$ cat config.mk
export PLATFORM = sky130hd
export DESIGN_NAME = rgb_ir_light_sensor_readout
export DESIGN_NICKNAME = d
export VERILOG_FILES = /design/src/hdl/light_sensor_pkg.sv /design/src/hdl/integrating_channel.sv /design/src/hdl/rgb_ir_light_sensor_readout.sv
export SDC_FILE = /design/constraint.sdc
export NUM_CORES = 1
export LEC_CHECK = 0
export ABC_CLOCK_PERIOD_IN_PS = 9400
export BUFFER_PORTS_ARGS = -buffer_cell sky130_fd_sc_hd__buf_2
export CORE_MARGIN = 4
export CORE_UTILIZATION = 60
export CTS_CLUSTER_SIZE = 16
export DETAILED_ROUTE_END_ITERATION = 8
export PLACE_DENSITY = 0.81
export SYNTH_ARGS = -nofsm -noshare
export SYNTH_HDL_FRONTEND = slang
export SYNTH_SLANG_ARGS = --single-unit
$ cat constraint.sdc
create_clock -name clk -period 9.4 [get_ports clk]
set_input_delay 1.88 -clock clk [delete_from_list [all_inputs] [get_ports clk]]
set_output_delay 1.88 -clock clk [all_outputs]
set_load 0.005 [all_outputs]
$ cat src/hdl/light_sensor_pkg.sv
// Function
// - enabled channels integrate together; ambient mode enables green and IR only
// - results move to data registers at end
// - two-wire host link up to 400 kHz
// - enabled and limit passed raises interrupt pin
// - interrupt held until host clears it or drops the interrupt enable
// - check once per conversion, one chosen channel
// - consecutive exceed count; miss restarts count
// - ambient only or full colour configuration
// - results up to twenty bits, selectable
// - eighteen bit result saturates at 262143
// - thirteen bit step spans 8192 counts
// - mode bit: 0 ambient, 1 colour
// - disable finishes running conversion, then standby
// - variance: absolute change above variance threshold
// - answer only target address 0x52
package light_sensor_pkg;

  localparam int MAX_RES_BITS = 20;
  localparam int CHANNELS = 4;

  // host link target address
  localparam logic [6:0] I2C_TARGET_ADDR = 7'h52;

  // resolution select codes
  localparam logic [2:0] RES_20 = 3'h0;
  localparam logic [2:0] RES_19 = 3'h1;
  localparam logic [2:0] RES_18 = 3'h2;
  localparam logic [2:0] RES_17 = 3'h3;
  localparam logic [2:0] RES_16 = 3'h4;
  localparam logic [2:0] RES_13 = 3'h5;

  // result widths per code
  localparam logic [4:0] WIDTH_20 = 5'h14;
  localparam logic [4:0] WIDTH_19 = 5'h13;
  localparam logic [4:0] WIDTH_18 = 5'h12;
  localparam logic [4:0] WIDTH_17 = 5'h11;
  localparam logic [4:0] WIDTH_16 = 5'h10;
  localparam logic [4:0] WIDTH_13 = 5'h0D;

  // channel indices
  localparam logic [1:0] CH_RED = 2'h0;
  localparam logic [1:0] CH_GREEN = 2'h1;
  localparam logic [1:0] CH_BLUE = 2'h2;
  localparam logic [1:0] CH_IR = 2'h3;

  // channel masks per configuration
  localparam logic [3:0] MASK_COLOUR = 4'hF;
  localparam logic [3:0] MASK_AMBIENT = 4'hA;

  // reset values
  localparam logic [19:0] DATA_RESET = 20'h00000;
  localparam logic [7:0] BYTE_RESET = 8'h00;

  // result width from resolution code; unknown codes fall back to 18 bits
  function automatic logic [4:0] res_width(input logic [2:0] code);
    case (code)
      RES_20: res_width = WIDTH_20;
      RES_19: res_width = WIDTH_19;
      RES_18: res_width = WIDTH_18;
      RES_17: res_width = WIDTH_17;
      RES_16: res_width = WIDTH_16;
      RES_13: res_width = WIDTH_13;
      default: res_width = WIDTH_18;
    endcase
  endfunction

  typedef enum logic [2:0] {
    M_STANDBY = 3'b001,
    M_INTEGRATE = 3'b010,
    M_EVALUATE = 3'b100
  } meas_state_type;

  typedef enum logic [4:0] {
    I_IDLE = 5'b00001,
    I_ADDR = 5'b00010,
    I_ACK = 5'b00100,
    I_WRITE = 5'b01000,
    I_READ = 5'b10000
  } link_state_type;

endpackage

$ cat src/hdl/integrating_channel.sv
`timescale 1ns/1ps
module integrating_channel
  import light_sensor_pkg::*;
#(
  parameter int WIDTH = MAX_RES_BITS
) (
  input wire logic clk,
  input wire logic reset,
  input wire logic clear,
  input wire logic active,
  input wire logic light_pulse,
  input wire logic [WIDTH-1:0] full_scale,
  output logic [WIDTH-1:0] count
);

  logic [WIDTH-1:0] next_count;

  // saturating photon accumulator
  always_comb begin
    next_count = count;
    if (clear) begin
      next_count = '0;
    end else if (active && light_pulse && (count < full_scale)) begin
      next_count = count + 1'b1;
    end
  end

  always_ff @(posedge clk) begin
    if (reset) begin
      count <= '0;
    end else begin
      count <= next_count;
    end
  end

endmodule

$ cat src/hdl/rgb_ir_light_sensor_readout.sv
`timescale 1ns/1ps
module rgb_ir_light_sensor_readout
  import light_sensor_pkg::*;
#(
  parameter int unsigned INT_STEP_CYCLES = 1
) (
  input wire logic clk,
  input wire logic reset,
  input wire logic light_measure_enable,
  input wire logic color_sensing_mode,
  input wire logic [2:0] resolution_select,
  input wire logic light_irq_enable,
  input wire logic variance_trigger_select,
  input wire logic [1:0] irq_source_channel,
  input wire logic [3:0] irq_persist,
  input wire logic [19:0] threshold_upper,
  input wire logic [19:0] threshold_lower,
  input wire logic [19:0] variance_threshold,
  input wire logic irq_clear,
  input wire logic [3:0] light_pulse,
  output logic [19:0] red_data,
  output logic [19:0] green_data,
  output logic [19:0] blue_data,
  output logic [19:0] ir_data,
  output logic conversion_done,
  output logic measuring,
  output logic irq_pending,
  output logic int_pin_out,
  output logic int_pin_oe,
  input wire logic scl_in,
  input wire logic sda_in,
  output logic sda_out,
  output logic sda_oe,
  output logic [7:0] host_rx_byte,
  output logic host_rx_valid,
  input wire logic [7:0] host_tx_byte,
  output logic host_tx_taken
);

  meas_state_type state, next_state;
  logic [31:0] step_count, next_step_count;
  logic [4:0] width, next_width;
  logic [19:0] full_scale;
  logic [31:0] conv_len;
  logic [3:0] channel_mask, next_channel_mask;
  logic [19:0] counts [CHANNELS];
  logic channel_clear;
  logic [19:0] next_red, next_green, next_blue, next_ir;
  logic next_done;

  // conversion length and full scale follow the latched width
  assign full_scale = 20'((21'h000001 << width) - 21'h000001);
  assign conv_len = (32'h00000001 << width) * 32'(INT_STEP_CYCLES);
  assign channel_clear = (state != M_INTEGRATE);

  for (genvar ch = 0; ch < CHANNELS; ch++) begin : g_chan
    integrating_channel #(
      .WIDTH(MAX_RES_BITS)
    ) i_integrating_channel (
      .clk(clk),
      .reset(reset),
      .clear(channel_clear),
      .active((state == M_INTEGRATE) && channel_mask[ch]),
      .light_pulse(light_pulse[ch]),
      .full_scale(full_scale),
      .count(counts[ch])
    );
  end

  // measurement sequencer
  always_comb begin
    next_state = state;
    next_step_count = step_count;
    next_width = width;
    next_channel_mask = channel_mask;
    next_red = red_data;
    next_green = green_data;
    next_blue = blue_data;
    next_ir = ir_data;
    next_done = 1'b0;
    case (state)
      M_STANDBY: begin
        if (light_measure_enable) begin
          next_state = M_INTEGRATE;
          next_step_count = 32'h00000000;
          next_width = res_width(resolution_select);
          next_channel_mask = color_sensing_mode ? MASK_COLOUR : MASK_AMBIENT;
        end
      end
      M_INTEGRATE: begin
        if (step_count == conv_len - 32'h00000001) begin
          next_state = M_EVALUATE;
        end else begin
          next_step_count = step_count + 32'h00000001;
        end
      end
      M_EVALUATE: begin
        next_red = counts[CH_RED];
        next_green = counts[CH_GREEN];
        next_blue = counts[CH_BLUE];
        next_ir = counts[CH_IR];
        next_done = 1'b1;
        next_step_count = 32'h00000000;
        next_width = res_width(resolution_select);
        next_channel_mask = color_sensing_mode ? MASK_COLOUR : MASK_AMBIENT;
        next_state = light_measure_enable ? M_INTEGRATE : M_STANDBY;
      end
      default: next_state = M_STANDBY;
    endcase
  end

  always_ff @(posedge clk) begin
    if (reset) begin
      state <= M_STANDBY;
      step_count <= 32'h00000000;
      width <= WIDTH_18;
      channel_mask <= MASK_COLOUR;
      red_data <= DATA_RESET;
      green_data <= DATA_RESET;
      blue_data <= DATA_RESET;
      ir_data <= DATA_RESET;
      conversion_done <= 1'b0;
    end else begin
      state <= next_state;
      step_count <= next_step_count;
      width <= next_width;
      channel_mask <= next_channel_mask;
      red_data <= next_red;
      green_data <= next_green;
      blue_data <= next_blue;
      ir_data <= next_ir;
      conversion_done <= next_done;
    end
  end

  assign measuring = (state != M_STANDBY);

  // interrupt evaluation state
  logic [19:0] prev_sample, next_prev_sample, sample, delta;
  logic prev_valid, next_prev_valid;
  logic [4:0] exceed_count, next_exceed_count;
  logic next_irq_pending, exceed, set_irq;

  assign sample = counts[irq_source_channel];
  assign delta = (sample > prev_sample) ? (sample - prev_sample) : (prev_sample - sample);

  always_comb begin
    exceed = 1'b0;
    set_irq = 1'b0;
    next_exceed_count = exceed_count;
    next_prev_sample = prev_sample;
    next_prev_valid = prev_valid;
    if (variance_trigger_select) begin
      exceed = prev_valid && (delta > variance_threshold);
    end else begin
      exceed = (sample > threshold_upper) || (sample < threshold_lower);
    end
    if (state == M_EVALUATE) begin
      next_prev_sample = sample;
      next_prev_valid = 1'b1;
    end
    if (!light_irq_enable) begin
      // evaluation off, count held at zero
      next_exceed_count = 5'h00;
    end else if (state == M_EVALUATE) begin
      if (exceed) begin
        if (exceed_count != 5'h1F) begin
          next_exceed_count = exceed_count + 5'h01;
        end
        // compare the count before the increment; the 5'h1F check keeps a saturated count from wrapping
        set_irq = exceed_count >= {1'b0, irq_persist};
      end else begin
        next_exceed_count = 5'h00;
      end
    end
    // held until cleared or interrupt enable drops; set beats clear
    next_irq_pending = light_irq_enable && (set_irq || (irq_pending && !irq_clear));
  end

  always_ff @(posedge clk) begin
    if (reset) begin
      prev_sample <= DATA_RESET;
      prev_valid <= 1'b0;
      exceed_count <= 5'h00;
      irq_pending <= 1'b0;
    end else begin
      prev_sample <= next_prev_sample;
      prev_valid <= next_prev_valid;
      exceed_count <= next_exceed_count;
      irq_pending <= next_irq_pending;
    end
  end

  // open drain pull low while pending
  assign int_pin_out = 1'b0;
  assign int_pin_oe = irq_pending;

  // host link pin synchronisers
  logic [2:0] scl_sync, sda_sync;
  logic scl_level, sda_level, scl_new, sda_new;

  always_ff @(posedge clk) begin
    if (reset) begin
      scl_sync <= 3'h7;
      sda_sync <= 3'h7;
      scl_level <= 1'b1;
      sda_level <= 1'b1;
    end else begin
      scl_sync <= {scl_sync[1:0], scl_in};
      sda_sync <= {sda_sync[1:0], sda_in};
      scl_level <= scl_new;
      sda_level <= sda_new;
    end
  end

  // oversampled edges, ample margin at 400 kHz
  assign scl_new = (scl_sync[1] == scl_sync[2]) ? scl_sync[2] : scl_level;
  assign sda_new = (sda_sync[1] == sda_sync[2]) ? sda_sync[2] : sda_level;

  link_state_type link_state, next_link_state;
  logic [3:0] bit_count, next_bit_count;
  logic [7:0] shift, next_shift, next_rx_byte;
  logic read_dir, next_read_dir, drive_low, next_drive_low;
  logic next_rx_valid, next_tx_taken;
  logic scl_rise, scl_fall, start_cond, stop_cond;

  assign scl_rise = !scl_level && scl_new;
  assign scl_fall = scl_level && !scl_new;
  assign start_cond = scl_level && scl_new && sda_level && !sda_new;
  assign stop_cond = scl_level && scl_new && !sda_level && sda_new;

  // target side byte engine
  always_comb begin
    next_link_state = link_state;
    next_bit_count = bit_count;
    next_shift = shift;
    next_read_dir = read_dir;
    next_drive_low = drive_low;
    next_rx_byte = host_rx_byte;
    next_rx_valid = 1'b0;
    next_tx_taken = 1'b0;
    if (stop_cond) begin
      next_link_state = I_IDLE;
      next_drive_low = 1'b0;
    end else if (start_cond) begin
      next_link_state = I_ADDR;
      next_bit_count = 4'h0;
      next_drive_low = 1'b0;
    end else begin
      case (link_state)
        I_IDLE: next_drive_low = 1'b0;
        I_ADDR, I_WRITE: begin
          if (scl_rise && bit_count != 4'h8) begin
            next_shift = {shift[6:0], sda_new};
            next_bit_count = bit_count + 4'h1;
          end else if (scl_fall && bit_count == 4'h8) begin
            if (link_state == I_WRITE) begin
              next_rx_byte = shift;
              next_rx_valid = 1'b1;
              next_link_state = I_ACK;
              next_drive_low = 1'b1;
            end else if (shift[7:1] == I2C_TARGET_ADDR) begin
              next_read_dir = shift[0];
              next_link_state = I_ACK;
              next_drive_low = 1'b1;
            end else begin
              next_link_state = I_IDLE;
            end
          end
        end
        I_ACK: begin
          if (scl_fall) begin
            next_bit_count = 4'h0;
            if (read_dir) begin
              next_link_state = I_READ;
              next_shift = host_tx_byte;
              next_drive_low = !host_tx_byte[7];
              next_tx_taken = 1'b1;
            end else begin
              next_link_state = I_WRITE;
              next_drive_low = 1'b0;
            end
          end
        end
        I_READ: begin
          if (scl_fall && bit_count < 4'h7) begin
            next_shift = {shift[6:0], 1'b0};
            next_drive_low = !shift[6];
            next_bit_count = bit_count + 4'h1;
          end else if (scl_fall && bit_count == 4'h7) begin
            next_drive_low = 1'b0;
            next_bit_count = 4'h8;
          end else if (scl_rise && bit_count == 4'h8) begin
            // high at acknowledge slot ends the read
            if (sda_new) begin
              next_link_state = I_IDLE;
            end else begin
              next_bit_count = 4'h9;
            end
          end else if (scl_fall && bit_count == 4'h9) begin
            next_shift = host_tx_byte;
            next_drive_low = !host_tx_byte[7];
            next_bit_count = 4'h0;
            next_tx_taken = 1'b1;
          end
        end
        default: next_link_state = I_IDLE;
      endcase
    end
  end

  always_ff @(posedge clk) begin
    if (reset) begin
      link_state <= I_IDLE;
      bit_count <= 4'h0;
      shift <= BYTE_RESET;
      read_dir <= 1'b0;
      drive_low <= 1'b0;
      host_rx_byte <= BYTE_RESET;
      host_rx_valid <= 1'b0;
      host_tx_taken <= 1'b0;
    end else begin
      link_state <= next_link_state;
      bit_count <= next_bit_count;
      shift <= next_shift;
      read_dir <= next_read_dir;
      drive_low <= next_drive_low;
      host_rx_byte <= next_rx_byte;
      host_rx_valid <= next_rx_valid;
      host_tx_taken <= next_tx_taken;
    end
  end

  // data pin is open drain too
  assign sda_out = 1'b0;
  assign sda_oe = drive_low;

endmodule

# --- After elaboration in Yosys (flattened, before gate mapping) ---
# Cells that the tools add are included.
# Widths: inputs -> output; s select.
totals:
  register_bits: 269
  word_cells: 250
classes:
  addsub: 11
  n_lt_le_gt_ge: 11
  eq_ne: 53
  shift: 2
  muxes: 74
  bitwise: 9
  reduce_logical: 60
op_table:
  columns: ["op", "n"]
  rows:
  - ["$lt 20x20->1", 5]
  - ["$pmux 32 s3", 1]
  - ["$add 20x1->20 const B", 4]
  - ["$mux 32", 2]
  - ["$gt 20x20->1", 3]
  - ["$mux 20", 3]
  - ["$mux 8", 7]
  - ["$mux 5", 11]
  - ["$bmux 20 s2", 1]
  - ["$sub 20x20->20", 2]
  - ["$mux 4", 9]
  - ["$ne 3x3->1 const B", 12]
  - ["$add 32x1->32 const B", 1]
  - ["$eq 32x32->1", 1]
  - ["$shl 1x5->32 const A", 1]
  - ["$sub 32x1->32 const B", 1]
  - ["$logic_and 1x1->1", 28]
  - ["$pmux 5 s5", 1]
  - ["$mux 1", 24]
  - ["$ne 2x2->1 const B", 12]
  - ["$pmux 8 s3", 1]
  - ["$pmux 5 s4", 1]
  - ["$shl 1x5->20 const A", 1]
  - ["$sub 20x1->20 const B", 1]
  - ["48 further kinds", 87]

# --- Longest topological paths before layout ---
logic_depth:
  ltp_word: 14
  ltp_mapped: 26

# --- Hierarchy ---
# Synthesis repeated with hierarchy kept, for this count alone.
unflattened:
  cells_unflattened: 2460
  hier_area_um2: 19018.2
by_module_without_submodules:
  columns: ["mod", "instances", "cells_per_inst", "area_each_um2", "seq_area_each_um2"]
  rows:
  - ["rgb_ir_light_sensor_readout", 1, 1716, 13067.5, 3723.6]
  - ["integrating_channel", 4, 186, 1487.7, 400.4]

# --- Worst setup path after synthesis ---
# OpenSTA, ideal clock, no wires.
synth_path:
  path_kind: "input-to-reg"
  from: "input irq_source_channel[0]"
  to: "register exceed_count[1]"
  arrival_ns: 7.304
  path_slack_ns: 1.978
  stages: 23
  n_path_buf: 4
  cell_sequence: "buf_1 -> clkbuf_1 -> mux4_2 -> fa_1 -> a21o_1 -> a21oi_1 -> o22ai_1 -> o2111ai_1 -> nand2_1 -> clkbuf_1 -> clkbuf_1 -> o21ai_0 -> o31ai_1 -> xor2_1 -> ha_1 -> a21o_1 -> a21oi_1 -> nor2b_1 -> o41a_1 -> o21ai_0 -> o211ai_1 -> a31o_2 -> a32o_1"
synth_via:
  elab_chain_len: 11
synth_lines:
  columns: ["item", "line", "source"]
  rows:
  - ["from (decl)", "rgb_ir_light_sensor_readout.sv:14", "input wire logic [1:0] irq_source_channel,"]
  - ["$not 2->3 (not written as such) (*)", "rgb_ir_light_sensor_readout.sv:144", "assign sample = counts[irq_source_channel];"]
  - ["$bmux 20 s2 (*)", "rgb_ir_light_sensor_readout.sv:144", null]
  - ["$mux 20 (not written as such) (*) (2 in a row)", "rgb_ir_light_sensor_readout.sv:144", null]
  - ["named net sample[1]", "rgb_ir_light_sensor_readout.sv:139", "logic [19:0] prev_sample, next_prev_sample, sample, delta;"]
  - ["$sub 20x20->20 or $gt 20x20->1 (tied branches)", "rgb_ir_light_sensor_readout.sv:145", "assign delta = (sample > prev_sample) ? (sample - prev_sample) : (prev_sample - sample);"]
  - ["$mux 20", "rgb_ir_light_sensor_readout.sv:145", null]
  - ["$gt 20x20->1", "rgb_ir_light_sensor_readout.sv:154", "exceed = prev_valid && (delta > variance_threshold);"]
  - ["$logic_and 1x1->1", "rgb_ir_light_sensor_readout.sv:154", null]
  - ["$mux 1 (*)", "rgb_ir_light_sensor_readout.sv:153", "if (variance_trigger_select) begin"]
  - ["$ne 2x1->1 (no line)", null, null]
  - ["$reduce_and 2->1 (no line)", null, null]
  - ["to (signal assigned)", "rgb_ir_light_sensor_readout.sv:189", "exceed_count <= next_exceed_count;"]
  - ["to (decl)", "rgb_ir_light_sensor_readout.sv:141", "logic [4:0] exceed_count, next_exceed_count;"]
# Mark *: on every way through the listed nets, which the timed path passes. The rest lies on a longest branch. The select of a mux whose other input is x is not followed.
# A chain may end at the register's enable or synchronous reset.

# --- Worst setup path after layout ---
# Same ends and word-level chain as after synthesis.

==> run_results.csv <==
group,metric,value,unit
worst_setup_path,critPathLaunchType,"input port",
global_routing,largest_net_degree_at_the_start_of_global_routing,95,
timing,fmax,125.8,MHz
yosys,synth_cells,2338,
routing,final_antenna_net_count,0,
global_routing,vias_in_the_first_global_route,17480,
worst_setup_path,worst_r2r_path_depth,24,
clock_tree,number_of_levels_the_h_tree_was_split_into,1,
worst_setup_path,worst_ep_arrival_time,8.39,ns
layout,syn2layout_area_growth,10.64,%
clock_tree,cts_num_sinks,266,
power_and_ir_drop,power_density,120.6,mW/mm^2
timing,finalSetupViolCount,0,
yosys,dominantRegCellSynth,"sky130_fd_sc_hd__dfxtp_1",
layout,layout.cells.most_common_list,"332 x sky130_fd_sc_hd__nand2_1, 275 x sky130_fd_sc_hd__a21oi_1, 266 x sky130_fd_sc_hd__dfxtp_1",
yosys,avgSynthCellArea,7.929,sq um
clock_tree,post-cts-setup-buffers,0,
job,max_capacitance_violation_count,0,
yosys,seq_area_frac_synth,0.2873,
timing,setup_tns_after_final_layout,0,ns
global_routing,globalRouteOverflowTotal,0,
timing,final_max_slew_viol_count,0,
timing,period_minus_slack,7.950,ns
routing,via_count,18370,
min_path,worst_hold_path_type,"flop to flop",
die,num_rows,64,
worst_setup_path,class_of_the_most_critical_setup_path,"input port to flop",
layout,area_of_combinational_cells_with_multiple_inputs,0.01212,sq mm
status,run_status,"complete, no violations",
layout,layout_cells_sized_above_1,0.1311,
layout,fillerInstances,2568,
clock_tree,cts_root_buf,"sky130_fd_sc_hd__clkbuf_16",
routing,remaining_drc_errors,0,
die,initial_core_util,0.6076,
die,die_x,183.8,um
timing,finClkSkew,0.01071,ns
yosys,synth_cell_types,98,
yosys,synth-async-reset-ratio,0,
worst_setup_path,crit_required,9.84,ns
layout,seq_area,0.005325,sq mm
timing,setup_ws,1.450,ns
layout,mostFrequentLayoutCell,"sky130_fd_sc_hd__nand2_1",
worst_setup_path,critical_path_peak_fanout,20,
global_routing,first_pass_grt_wire_length,89.82,mm
placement,preCtsSetupSlack,0.9341,ns
power_and_ir_drop,power.net_switching,599.1,uW
routing,vias_per_cell,6.403,
power_and_ir_drop,sw_frac_of_total,0.2421,
yosys,synth.ff_latch_count,266,
layout,final_nets,2729,
die,die_area,0.03377,sq mm
routing,wirelength,56.54,mm
die,die_y,183.8,um
yosys,syn_area,0.01854,sq mm
clock_tree,clkSlewWorstSetupHoldPaths,0.06,ns
placement,buffer_ports.inserted,184,
power_and_ir_drop,pwr-share-clk,0.474,
yosys,synth-edff-count,0,
yosys,synth.yosys.warnings,0,
clock_tree,cts-root-to-sink-buffers,3,
placement,dpl.hpwl,42.52,mm
clock_tree,number_of_buffers_inserted_by_hold_repair_at_cts,0,
global_routing,grt_antenna_before_repair,3,
die,fp.coreArea,0.03051,sq mm
clock_tree,cts_inserted_buffers,29,
clock_tree,cts_tree,"yes",
worst_setup_path,critPathCaptureType,"flop",
placement,routabilityCongestion,0.9619,
clock_tree,worst_skew_pair.late_latency,0.56,ns
power_and_ir_drop,seq_power_share,0.460,
timing,timing.max_slew.rel_slack,0.3055,
routing,drtPass1Iterations,6,
layout,post_layout_utilization_of_the_core,0.6722,
routing,detail_route.iter0.violations,1922,
min_path,worst_hold_stages,1,
timing,post-route-period-util,0.8457,
power_and_ir_drop,power_frac_comb,0.066,
global_routing,grtUsageTotal,0.3215,
die,floorplan.io_pins,187,
power_and_ir_drop,power.leakage,0.008858,uW
power_and_ir_drop,cell_internal_pwr,1875,uW
timing,max_slew.worst_pin.slew,1.031,ns
timing,report.final.hold_viol_count,0,
timing,rsz_0062_raised_after_global_routing,"false",
power_and_ir_drop,irDropWorstVdd,0.1591,mV
routing,avgRoutedWirePerCell,19.71,um
clock_tree,cts.repair.resized,0,
-- synthesized netlist by cell type, drive strengths merged (5+ instances only) --
master	number	area, sq um
a211oi	12	95.09
a21boi	6	56.30
a21o	60	450.4
a21oi	276	1393
a311oi	5	43.79
a31oi	6	52.55
and2	14	87.58
and3	24	150.1
and4	9	78.83
buf	31	217.7
clkbuf	89	334.1
dfxtp	266	5325
ha	189	2365
inv	146	548.0
mux2	12	135.1
mux2i	34	340.3
mux4	20	450.4
nand2	332	1246
nand2b	19	118.9
nand3	67	335.3
nand3b	5	37.54
nand4	59	369.1
nand4b	5	58.80
nor2	130	490.5
nor2b	29	181.4
nor3	35	180.2
nor3b	8	60.06
nor4	15	115.1
nor4b	8	85.08
o2111ai	5	56.31
o211a	6	60.06
o211ai	25	187.7
o21a	21	157.7
o21ai	114	570.5
o21bai	19	142.6
o31ai	15	112.6
or2	15	96.34
or3	63	399.1
or4	27	206.5
xnor2	36	315.3
xor2	14	122.6
-- registers in the layout, indices dropped and copies added (netlist names), 3 cells and up --
name and cells:
shift 8, step_count 32, red_data 20, sda_sync 3, ir_data 20, exceed_count 5
blue_data 20, host_rx_byte 8, width 5, state 3, scl_sync 3, link_state 5
green_data 20, bit_count 4, g_chan.i_integrating_channel.count 80, prev_sample 20
-- layer usage --
| metal | vias up | GRT usage | routed length [um] |
|---|---|---|---|
| met4 | 2 | 0.1272 | 2437 |
| li1 | 8633 | - | - |
| met1 | 8680 | 0.4339 | 23640 |
| met5 | - | 0 | 12 |
| met2 | 879 | 0.5217 | 25470 |
| met3 | 171 | 0.04689 | 4981 |
-- final cells by class --
class | instances | area share
clock inverter | 14 | 0.006711
inverter | 147 | 0.02696
multi-input combinational | 1806 | 0.5910
antenna | 1 | 0.0001220
sequential | 266 | 0.2596
timing repair buffer | 198 | 0.05015
tap | 396 | 0.02416
clock buffer | 40 | 0.04130
-- power by group through the flow --
stage / logic [uW] / registers (uW) / clock network [uW]
floorplan: 110 / 1160 / 0
global placement: 154 / 1160 / 0
detailed placement: 159 / 1160 / 0
CTS: 160 / 1140 / 1180
global route: 177 / 1140 / 1230
finish: 162 / 1140 / 1170
-- cell families (layout without fill, tap and decap cells) --
kind of cell               Yosys count  after routing  synth area share
AOI/OAI and AO/OA                  616            616            0.2066
xor gates and xnor gates            53             53           0.02727
adders and majority gates          192            192            0.1303
buffers and inverters              267            399           0.05960
DFF                                266            266            0.2873
muxes                               66             66           0.04995
other                                1              3         0.0002023
and+or+nand+nor                    877            877            0.2389
-- metrics by stage --
step           hold WS [ns]  std cells  instance area, sq um  power, uW
2_1_floorplan        0.3895       2339                 18540       1271
3_3_place_gp         0.3950       2813                 19520       1318
3_5_place_dp         0.3977       2813                 19520       1322
4_1_cts              0.4097       2867                 20510       2482
5_1_grt              0.4243       2867                 20510       2547
6_report             0.4044       2868                 20510       2474
-- critical path, stage by stage --
cell and delay (ns):
sky130_fd_sc_hd__buf_2 0.47, sky130_fd_sc_hd__mux4_2 0.65, sky130_fd_sc_hd__inv_1 0.12, sky130_fd_sc_hd__ha_1 0.15
sky130_fd_sc_hd__inv_1 0.06, sky130_fd_sc_hd__fa_1 0.38, sky130_fd_sc_hd__a21o_1 0.18, sky130_fd_sc_hd__a21oi_1 0.24
sky130_fd_sc_hd__o22ai_1 0.16, sky130_fd_sc_hd__o2111ai_1 0.22, sky130_fd_sc_hd__nand2_1 0.41, sky130_fd_sc_hd__buf_4 0.37
sky130_fd_sc_hd__o211a_1 0.14, sky130_fd_sc_hd__o41ai_1 0.44, sky130_fd_sc_hd__a21oi_1 0.14, sky130_fd_sc_hd__xnor2_1 0.15
sky130_fd_sc_hd__ha_1 0.30, sky130_fd_sc_hd__a21o_1 0.19, sky130_fd_sc_hd__a21o_1 0.17, sky130_fd_sc_hd__a21oi_1 0.17
sky130_fd_sc_hd__o21ai_0 0.11, sky130_fd_sc_hd__o21ai_0 0.27, sky130_fd_sc_hd__o211ai_1 0.39, sky130_fd_sc_hd__a31o_2 0.40
sky130_fd_sc_hd__a32o_1 0.20
-- worst paths after layout --
| kind | from | end | slack (ns) |
|---|---|---|---|
| worst min-delay path | scl_sync[0] | scl_sync[1] | 0.40 |
| worst max-delay path | irq_source_channel[0] | exceed_count[1] | 1.45 |
| worst max register to register | g_chan[2].i_integrating_channel.count[0] | exceed_count[1] | 2.85 |
| worst min register to register | scl_sync[0] | scl_sync[1] | 0.40 |
No activity file was read; power rests on OpenSTA's default activity.
